**config.mk**
```make
export PLATFORM = sky130hd
export DESIGN_NAME = dsps_top
export DESIGN_NICKNAME = d
export VERILOG_FILES = /design/src/design/dsps_pkg.sv /design/src/design/dsps_slot.sv /design/src/design/dsps_top.sv
export SDC_FILE = /design/constraint.sdc
export NUM_CORES = 1
export LEC_CHECK = 0
export ABC_CLOCK_PERIOD_IN_PS = 2300
export BUFFER_PORTS_ARGS = -buffer_cell sky130_fd_sc_hd__buf_2
export CAP_MARGIN = 0
export CORE_MARGIN = 1.5
export CORE_UTILIZATION = 49
export CTS_CLUSTER_DIAMETER = 150
export CTS_CLUSTER_SIZE = 24
export DETAILED_ROUTE_END_ITERATION = 10
export GPL_TIMING_DRIVEN = 0
export PLACE_DENSITY = 0.76
export SETUP_SLACK_MARGIN = 0.1
export SYNTH_ARGS = -nofsm -noshare
export SYNTH_HDL_FRONTEND = slang
export SYNTH_HIERARCHICAL = 1
export SYNTH_SLANG_ARGS = --single-unit
```
**constraint.sdc**
```tcl
create_clock -name core_clk_in -period 2.3 [get_ports core_clk_in]
set_clock_uncertainty 0.2 [all_clocks]
set_input_delay 0.345 -clock core_clk_in [delete_from_list [all_inputs] [get_ports core_clk_in]]
set_output_delay 0.345 -clock core_clk_in [all_outputs]
set_load 0.01 [all_outputs]
```
**src/design/dsps_pkg.sv**
```systemverilog
// shared constants, types and register map of the slot power sequencer
package dsps_pkg;

    // *****************************************************************
    // timing
    // *****************************************************************
    localparam int CLK_NS     = 40;
    localparam int OC_SENS_NS = 10000;
    localparam int UV_SENS_NS = 100000;
    localparam int CNT_W      = 12;
    localparam logic [CNT_W-1:0] OC_CYC =
        CNT_W'((OC_SENS_NS + CLK_NS - 1) / CLK_NS);
    localparam logic [CNT_W-1:0] UV_CYC =
        CNT_W'((UV_SENS_NS + CLK_NS - 1) / CLK_NS);

    // *****************************************************************
    // register map
    // *****************************************************************
    localparam int NSLOT = 2;
    localparam int AW    = 4;
    localparam logic [AW-1:0] ADDR_CTRL = 4'h0;
    localparam logic [AW-1:0] ADDR_STAT = 4'h4;
    localparam logic [AW-1:0] ADDR_INT  = 4'h8;
    localparam logic [AW-1:0] ADDR_MASK = 4'hC;
    localparam logic [1:0] RESP_OKAY   = 2'h0;
    localparam logic [1:0] RESP_SLVERR = 2'h2;
    localparam int EVT_OC   = 0;
    localparam int EVT_UV   = 1;
    localparam int EVT_AUX  = 2;
    localparam int EVT_PER  = 3;
    localparam int NEVT     = 6;
    localparam int ST_PWR   = 0;
    localparam int ST_ARM   = 1;
    localparam int ST_LATCH = 2;
    localparam int ST_WAKE  = 3;
    localparam int ST_PER   = 4;
    localparam int ST_MODE  = 8;

    // *****************************************************************
    // state types
    // *****************************************************************
    typedef enum logic [1:0] {
        DSPS_OFF, DSPS_RAMP, DSPS_ON, DSPS_LATCHED
    } dsps_slot_e;

    typedef struct packed {
        dsps_slot_e       st;
        logic [CNT_W-1:0] oc_cnt;
        logic [CNT_W-1:0] uv_cnt;
        logic             gate12;
        logic             gate_low;
        logic             io_gate;
        logic             neg12;
        logic             bleed;
        logic             wake_val;
        logic             wake_oe;
        logic             aux_prev;
        logic             oc_evt;
        logic             uv_evt;
        logic             aux_evt;
    } dsps_slot_s;

    localparam dsps_slot_s SLOT_RST = '{st: DSPS_OFF, default: '0};

    typedef struct packed {
        logic            system_power_ok;
        logic            mode_serial;
        logic [1:0]      ctrl;
        logic            awready;
        logic            wready;
        logic            aw_got;
        logic            w_got;
        logic [AW-1:0]   awaddr;
        logic [31:0]     wdata;
        logic [3:0]      wstrb;
        logic            bvalid;
        logic [1:0]      bresp;
        logic            arready;
        logic            rvalid;
        logic [31:0]     rdata;
        logic [1:0]      rresp;
        logic [NEVT-1:0] int_st;
        logic [NEVT-1:0] int_mask;
        logic            irq;
    } dsps_top_s;

    localparam dsps_top_s TOP_RST = '{awready: 1'b1, wready: 1'b1,
                                      arready: 1'b1, default: '0};

endpackage

```
**src/design/dsps_slot.sv**
```systemverilog
// per-slot main and auxiliary power sequencing with fault latch
`timescale 1ns/1ps
module dsps_slot (
    input  wire logic core_clk_in,
    input  wire logic srst_in,
    input  wire logic cmd_in,
    input  wire logic inputs_ok_in,
    input  wire logic gate12_good_in,
    input  wire logic gate_low_good_in,
    input  wire logic low_below_1v_in,
    input  wire logic over_current_in,
    input  wire logic under_voltage_in,
    input  wire logic aux_good_in,
    input  wire logic aux_fault_in,
    input  wire logic sw_open_in,
    input  wire logic wake_in,
    output dsps_pkg::dsps_slot_s q_out
);
    import dsps_pkg::*;

    dsps_slot_s q;
    dsps_slot_s d;

    assign q_out = q;

    always_comb begin
        d = q;
        d.oc_evt = 1'b0;
        d.uv_evt = 1'b0;
        d.aux_evt = 1'b0;
        unique case (q.st)
            DSPS_OFF: begin
                if (cmd_in && inputs_ok_in) begin // [RULE6]
                    d.st = DSPS_RAMP;
                    d.gate12 = 1'b1; // [RULE8]
                    d.gate_low = 1'b1; // [RULE8]
                    d.neg12 = 1'b1;
                    d.oc_cnt = '0;
                    d.uv_cnt = '0;
                end
            end
            DSPS_RAMP, DSPS_ON: begin
                // sensitivity filters restart whenever the fault clears
                d.oc_cnt = over_current_in ? q.oc_cnt + 1'b1 : '0; // [RULE15]
                d.uv_cnt = (q.st == DSPS_ON && under_voltage_in) ?
                           q.uv_cnt + 1'b1 : '0; // [RULE5] [RULE15]
                if (q.st == DSPS_RAMP && gate12_good_in && gate_low_good_in)
                    d.st = DSPS_ON; // [RULE5]
                if (!cmd_in) begin
                    d.st = DSPS_OFF;
                    d.gate12 = 1'b0;
                    d.gate_low = 1'b0;
                    d.neg12 = 1'b0; // [RULE12]
                end else if (over_current_in && q.oc_cnt == OC_CYC) begin
                    d.st = DSPS_LATCHED; // [RULE9]
                    d.oc_evt = 1'b1;
                end else if (q.st == DSPS_ON && under_voltage_in &&
                             q.uv_cnt == UV_CYC) begin
                    d.st = DSPS_LATCHED; // [RULE11]
                    d.uv_evt = 1'b1;
                end
                if (d.st == DSPS_LATCHED) begin
                    d.gate12 = 1'b0;
                    d.gate_low = 1'b0;
                    d.neg12 = 1'b0; // [RULE12]
                end
            end
            DSPS_LATCHED: begin
                if (!cmd_in)
                    d.st = DSPS_OFF; // [RULE10]
            end
        endcase
        // io gate rises with power, falls once low gate is under 1 V
        if (d.gate_low)
            d.io_gate = 1'b1; // [RULE1]
        else if (low_below_1v_in)
            d.io_gate = 1'b0; // [RULE1]
        // auxiliary path never looks at main state
        d.bleed = aux_fault_in | sw_open_in; // [RULE4] [RULE13]
        if (aux_fault_in || sw_open_in)
            d.wake_oe = 1'b0; // [RULE3]
        else if (aux_good_in)
            d.wake_oe = 1'b1; // [RULE2]
        d.wake_val = wake_in;
        d.aux_prev = aux_fault_in;
        d.aux_evt = aux_fault_in & ~q.aux_prev;
    end

    always_ff @(posedge core_clk_in) begin
        if (srst_in)
            q <= SLOT_RST;
        else
            q <= d;
    end

endmodule

```
**src/design/dsps_top.sv**
```systemverilog
// dual slot power sequencer top with register slave and interrupt
// Operation
// RULE1: io gate on with slot power; off only once low gate is under 1 V
// RULE2: close wake event switch only after aux supply reports good
// RULE3: open wake event switch at once on aux fault or open latch switch
// RULE4: bleed aux output while aux faults or latch switch is open
// RULE5: ignore output under-voltage until both gate-good signals are true
// RULE6: start main power only with all inputs good and power commanded
// RULE7: controller commands power by pin in direct, by command in serial
// RULE8: 12 V and low main gate ramps start in the same cycle
// RULE9: latch slot off when over-current outlasts its sensitivity time
// RULE10: latched slot restarts only after command goes off then on
// RULE11: once armed, latch slot off when under-voltage outlasts its time
// RULE12: negative 12 V switch off on command release or main fault
// RULE13: aux control is fully independent of main supplies
// RULE14: sample direct or serial mode on rising system power ok
// RULE15: sensitivity times are cycle counters cleared when fault clears
`timescale 1ns/1ps
module dsps_top (
    input  wire logic                      core_clk_in,
    input  wire logic                      srst_in,
    input  wire logic                      system_power_ok_in,
    input  wire logic                      mode_serial_in,
    input  wire logic [1:0]                slot_power_request_pin_in,
    input  wire logic                      inputs_ok_in,
    input  wire logic [1:0]                twelve_gate_good_in,
    input  wire logic [1:0]                main_low_gate_good_in,
    input  wire logic [1:0]                main_low_below_1v_in,
    input  wire logic [1:0]                over_current_in,
    input  wire logic [1:0]                under_voltage_in,
    input  wire logic [1:0]                aux_good_in,
    input  wire logic [1:0]                aux_fault_in,
    input  wire logic [1:0]                latch_switch_open_in,
    input  wire logic [1:0]                wake_event_in,
    input  wire logic [dsps_pkg::AW-1:0]   s_axi_awaddr,
    input  wire logic                      s_axi_awvalid,
    output logic                           s_axi_awready,
    input  wire logic [31:0]               s_axi_wdata,
    input  wire logic [3:0]                s_axi_wstrb,
    input  wire logic                      s_axi_wvalid,
    output logic                           s_axi_wready,
    output logic [1:0]                     s_axi_bresp,
    output logic                           s_axi_bvalid,
    input  wire logic                      s_axi_bready,
    input  wire logic [dsps_pkg::AW-1:0]   s_axi_araddr,
    input  wire logic                      s_axi_arvalid,
    output logic                           s_axi_arready,
    output logic [31:0]                    s_axi_rdata,
    output logic [1:0]                     s_axi_rresp,
    output logic                           s_axi_rvalid,
    input  wire logic                      s_axi_rready,
    output logic [1:0]                     twelve_volt_gate_out,
    output logic [1:0]                     main_low_gate_out,
    output logic [1:0]                     io_voltage_gate_out,
    output logic [1:0]                     neg_twelve_on_out,
    output logic [1:0]                     aux_bleed_out,
    output logic [1:0]                     wake_event_out,
    output logic [1:0]                     wake_event_oe_out,
    output logic                           irq_out
);
    import dsps_pkg::*;

    dsps_top_s       q;
    dsps_top_s       d;
    dsps_slot_s      sq [NSLOT];
    logic [1:0]      slot_cmd;
    logic [1:0]      powered;
    logic [1:0]      armed;
    logic [1:0]      latched;
    logic [NEVT-1:0] evt;
    logic [31:0]     stat_word;

    // *****************************************************************
    // slot instances
    // *****************************************************************
    // direct mode uses the pins, serial mode the command register
    assign slot_cmd = q.system_power_ok ?
        (q.mode_serial ? q.ctrl : slot_power_request_pin_in) :
        2'b00; // [RULE7]

    for (genvar g = 0; g < NSLOT; g++) begin : g_slot
        dsps_slot u_slot (
            .core_clk_in      (core_clk_in),
            .srst_in          (srst_in),
            .cmd_in           (slot_cmd[g]),
            .inputs_ok_in     (inputs_ok_in),
            .gate12_good_in   (twelve_gate_good_in[g]),
            .gate_low_good_in (main_low_gate_good_in[g]),
            .low_below_1v_in  (main_low_below_1v_in[g]),
            .over_current_in  (over_current_in[g]),
            .under_voltage_in (under_voltage_in[g]),
            .aux_good_in      (aux_good_in[g]),
            .aux_fault_in     (aux_fault_in[g]),
            .sw_open_in       (latch_switch_open_in[g]),
            .wake_in          (wake_event_in[g]),
            .q_out            (sq[g])
        );
        assign twelve_volt_gate_out[g] = sq[g].gate12;
        assign main_low_gate_out[g]    = sq[g].gate_low;
        assign io_voltage_gate_out[g]  = sq[g].io_gate;
        assign neg_twelve_on_out[g]    = sq[g].neg12;
        assign aux_bleed_out[g]        = sq[g].bleed;
        assign wake_event_out[g]       = sq[g].wake_val;
        assign wake_event_oe_out[g]    = sq[g].wake_oe;
        assign powered[g] = sq[g].st == DSPS_RAMP || sq[g].st == DSPS_ON;
        assign armed[g]   = sq[g].st == DSPS_ON;
        assign latched[g] = sq[g].st == DSPS_LATCHED;
        assign evt[g*EVT_PER+EVT_OC]  = sq[g].oc_evt;
        assign evt[g*EVT_PER+EVT_UV]  = sq[g].uv_evt;
        assign evt[g*EVT_PER+EVT_AUX] = sq[g].aux_evt;
        assign stat_word[g*ST_PER+ST_PWR]   = powered[g];
        assign stat_word[g*ST_PER+ST_ARM]   = armed[g];
        assign stat_word[g*ST_PER+ST_LATCH] = latched[g];
        assign stat_word[g*ST_PER+ST_WAKE]  = sq[g].wake_oe;
    end
    assign stat_word[ST_MODE]    = q.mode_serial;
    assign stat_word[31:ST_MODE+1] = '0;

    // *****************************************************************
    // register slave and interrupt
    // *****************************************************************
    always_comb begin
        logic [NEVT-1:0] clr;
        clr = '0;
        d = q;
        d.system_power_ok = system_power_ok_in;
        if (system_power_ok_in && !q.system_power_ok)
            d.mode_serial = mode_serial_in; // [RULE14]
        // write address and data in either order
        if (s_axi_awvalid && q.awready) begin
            d.aw_got = 1'b1;
            d.awaddr = s_axi_awaddr;
        end
        if (s_axi_wvalid && q.wready) begin
            d.w_got = 1'b1;
            d.wdata = s_axi_wdata;
            d.wstrb = s_axi_wstrb;
        end
        if (q.bvalid && s_axi_bready)
            d.bvalid = 1'b0;
        if (q.aw_got && q.w_got && !q.bvalid) begin
            d.aw_got = 1'b0;
            d.w_got = 1'b0;
            d.bvalid = 1'b1;
            d.bresp = RESP_OKAY;
            unique case (q.awaddr)
                ADDR_CTRL: begin
                    if (q.wstrb[0])
                        d.ctrl = q.wdata[1:0];
                end
                ADDR_MASK: begin
                    if (q.wstrb[0])
                        d.int_mask = q.wdata[NEVT-1:0];
                end
                ADDR_STAT, ADDR_INT: d.bresp = RESP_OKAY;
                default: d.bresp = RESP_SLVERR;
            endcase
        end
        d.awready = !d.aw_got && !d.bvalid;
        d.wready = !d.w_got && !d.bvalid;
        // read channel, one outstanding read
        if (q.rvalid && s_axi_rready) begin
            d.rvalid = 1'b0;
            d.arready = 1'b1;
        end
        if (s_axi_arvalid && q.arready) begin
            d.rvalid = 1'b1;
            d.arready = 1'b0;
            d.rresp = RESP_OKAY;
            d.rdata = '0;
            unique case (s_axi_araddr)
                ADDR_CTRL: d.rdata[1:0] = q.ctrl;
                ADDR_STAT: d.rdata = stat_word;
                ADDR_INT: begin
                    d.rdata[NEVT-1:0] = q.int_st;
                    clr = q.int_st;
                end
                ADDR_MASK: d.rdata[NEVT-1:0] = q.int_mask;
                default: d.rresp = RESP_SLVERR;
            endcase
        end
        // new events win over the read-clear
        d.int_st = (q.int_st & ~clr) | evt;
        d.irq = |(d.int_st & d.int_mask);
    end

    always_ff @(posedge core_clk_in) begin
        if (srst_in)
            q <= TOP_RST;
        else
            q <= d;
    end

    assign s_axi_awready = q.awready;
    assign s_axi_wready  = q.wready;
    assign s_axi_bvalid  = q.bvalid;
    assign s_axi_bresp   = q.bresp;
    assign s_axi_arready = q.arready;
    assign s_axi_rvalid  = q.rvalid;
    assign s_axi_rdata   = q.rdata;
    assign s_axi_rresp   = q.rresp;
    assign irq_out       = q.irq;

    for (genvar g = 0; g < NSLOT; g++) begin : g_chk

    end
endmodule

```
==> impl_metrics.py <==
metrics = {
    "outcome": {
        "outcome": "finished, final reports clean",
    },
    "place": {
        "place.gp.congestion": 0.868,
        "post-place-ws_ns": -0.359,
        "placed_cells": 945,
        "dp_hpwl_um": 10200,
        "placed_area_um2": 6520,
        "port_buffers": 71,
    },
    "sta": {
        "slew_violations": 0,
        "finalSetupViolCount": 0,
        "finalHoldViolations": 0,
        "setup_slack_ns": 0.0423,
        "slew_headroom_pct": 57.3,
        "worst_slew_pin_slew_ns": 0.640,
        "grt_setup_unrepaired": "yes",
        "post-route-period-util_pct": 98.2,
        "finalWorstPathRequiredPeriod_ns": 2.26,
        "fmax_mhz": 443,
    },
    "yosys": {
        "syn_inst": 707,
        "syn-cell-area_um2": 5890,
        "yosysMostFrequentCell": "dfxtp_1",
        "async_flop_share_pct": 0,
        "synth_ff_type": "dfxtp_1",
        "synth_edf_count": 0,
        "synth_top_area_share_pct": 40.8,
        "yosysWarnings": 6,
        "synth_seq_cells": 120,
        "ys_top_cells_by_count": "dfxtp_1 (120), nor2_1 (100), a21oi_1 (65)",
        "yosysUniqueCellTypes": 64,
        "ys_top_cells_by_area": "dfxtp_1 (41%), nor2_1 (6.4%), a21oi_1 (5.5%), buf_4 (4.7%), ha_1 (4.2%)",
        "yosys.area.top_type": "dfxtp_1",
        "post_synth.cell_area_avg_um2": 8.33,
        "synth_seq_area_share_pct": 40.8,
    },
    "critical_path": {
        "r2r-end": "g_slot[0].u_slot/q_out[10]",
        "endpoint_kind": "register",
        "cp.required_ns": 2.39,
        "reg2reg_from": "g_slot[0].u_slot/q_out[14]",
        "worstPathMaxFanout": 5,
        "reg2regPathDepth": 5,
        "cp-start-kind": "register",
        "path_cells": "or4_1 > or4_4 > a32oi_2 > mux2i_1 > nor2_1",
        "worstPathArrival_ns": 2.35,
        "r2r_setup_slack_ns": 0.04,
        "crit_type": "register to register",
        "critPathSlowestCell": "or4_1",
        "slowest_delay_ns": 0.54,
        "critPathBufInv": 0,
        "critPathLaunch": "g_slot[0].u_slot/q_out[14]",
        "crit_family": "simple AND/OR/NAND/NOR gates",
    },
    "drt": {
        "via_per_inst": 5.67,
        "totalWireLength_um": 15300,
        "wl_per_cell_um": 15.2,
        "drtPass1Iterations": 6,
        "vias": 5713,
        "drc": 0,
        "antenna_left": 0,
        "drt_iter0_markers": 492,
    },
    "clocking": {
        "cts_tree": "built",
        "cts.sinks": 120,
        "insertion_delay_ns": 0.43,
        "clockBufferDepth": 2,
        "root_buffer": "clkbuf_16",
        "numCtsBuffers": 17,
        "path_clk_slew_ns": 0.05,
        "h-tree-depth": 4,
    },
    "floorplan": {
        "die_w_um": 113,
        "initial_core_util_pct": 50.9,
        "fp-row-count": 39,
        "fp.dieH_um": 113,
        "pin_count": 130,
        "core_um2": 11600,
        "die_area_um2": 12700,
    },
    "cells_and_area": {
        "seq_area_um2": 2430,
        "nFillCells": 934,
        "postLayoutCellArea_um2": 7670,
        "area_delta_synth_final_pct": 30.2,
        "multiInputGateArea_um2": 3250,
        "fin_cells": 1008,
        "drive_above_1_share_pct": 25.3,
        "nNetsFinal": 945,
    },
    "job": {
        "cap_violations": 0,
    },
    "hold_path": {
        "hp-start": "s_axi_rready",
        "min_path_cells": 3,
        "hold_path.class": "input port to register",
        "hold-path-endpoint": "s_axi_rvalid",
    },
    "grt": {
        "antenna_found_initial": 0,
        "grt_usage_pct": 24.1,
        "grt_max_degree": 17,
        "grt_pass1_vias": 5290,
        "grt_overflow": 0,
        "grt_pass1_wl_um": 24500,
    },
    "power": {
        "finalPower_uw": 5600,
        "max-vdd-ir-drop_mv": 0.373,
        "p_per_area_nw_per_um2": 730,
        "cellLeakagePower_uw": 0.00312,
    },
}
[cell type report]
cell class | count | area share, %
timing repair buffer | 104 | 8.66
sequential | 120 | 31.7
clock buffer | 20 | 5.82
antenna | 1 | 0.0326
clock inverter | 12 | 2.28
tap | 143 | 2.33
inverter | 23 | 1.13
buffer | 66 | 5.65
multi-input combinational | 519 | 42.4
[metal layers]
layer,up-vias,track usage [%],wire (um)
li1,2765,-,-
met5,-,0,0
met1,2667,29.1,6560
met3,45,5.51,993
met2,236,40.3,7300
met4,0,12.6,455
[placed cells by master (no fill, tap or decap), types with 9 or more instances in the layout]
master         Yosys  routed
a21oi_1           65      61
a22oi_1           12      12
a31oi_1           12      12
buf_2              2      74
buf_4             37      47
clkbuf_1          28      22
clkbuf_16          0      17
conb_1             1      25
dfxtp_1          120     112
dlygate4sd3_1      0      23
ha_1              20      16
inv_1             23      20
mux2i_1           14      13
nand2_1           41      39
nand3_1           35      35
nand4_1            9       9
nor2_1           100      95
nor2b_1           16      14
nor3_1            15      14
o21ai_0           38      38
[power by group]
| group | total [uW] | internal [uW] | leakage (uW) | switching [uW] |
|---|---|---|---|---|
| sequential | 2190 | 2140 | 0.000980 | 48.5 |
| combinational | 638 | 271 | 0.00184 | 367 |
| clock | 2780 | 1830 | 0.000296 | 943 |
| total | 5600 | 4240 | 0.00312 | 1360 |
[state kept, by name (all words and copies together) (netlist names)]
name,cells
s_axi_bvalid,1
s_axi_awready,1
irq_out,1
s_axi_arready,1
s_axi_wready,1
q,29
s_axi_rresp,1
s_axi_rvalid,1
s_axi_bresp,1
s_axi_rdata,9
g_slot.u_slot/q_out,74
[cell families after synthesis]
family	Yosys count	synth area share [%]
compound gates	168	17.4
fa+ha+maj	20	4.25
buf+inv	92	8.52
flops	120	40.8
mux	19	3.72
other cells	1	0.0637
simple gates	287	25.2
[worst max path at each step]
stage	to	slack (ns)	depth (start not counted)
floorplan	g_slot[0].u_slot/q_out[10]	0.09	7
global placement	g_slot[0].u_slot/q_out[27]	-0.32	8
detailed placement	g_slot[0].u_slot/q_out[13]	-0.36	8
CTS	g_slot[0].u_slot/q_out[10]	-0.03	7
global route	g_slot[0].u_slot/q_out[10]	-0.04	7
finish	g_slot[0].u_slot/q_out[10]	0.04	5
[worst reg2reg max path: stages (launching register included)]
cell and delay (ns):
dfxtp_1 0.35, or4_1 0.54, or4_4 0.54, a32oi_2 0.23, mux2i_1 0.23, nor2_1 0.05
[metrics by stage]
| stage | hold slack (ns) | utilization, % | TNS, ns |
|---|---|---|---|
| 2_1_floorplan | 0.167 | - | 0 |
| 3_3_place_gp | 0.173 | 56.4 | -4.72 |
| 3_5_place_dp | 0.178 | 56.4 | -5.63 |
| 4_1_cts | 0.00153 | 65.1 | -0.0274 |
| 5_1_grt | 0.0212 | 66.3 | -0.0376 |
| 6_report | 0.0125 | 66.3 | 0 |
[what timing repair did]
item,in CTS,in global routing
gates cloned,0,0
resized for setup,32,32
hold buffers,23,0
endpoints found under the setup margin,43,46
pin swaps,5,13
buffers inserted,7,3
hold endpoints to repair,21,0
Note: power is estimated with default switching activity, not from simulation.
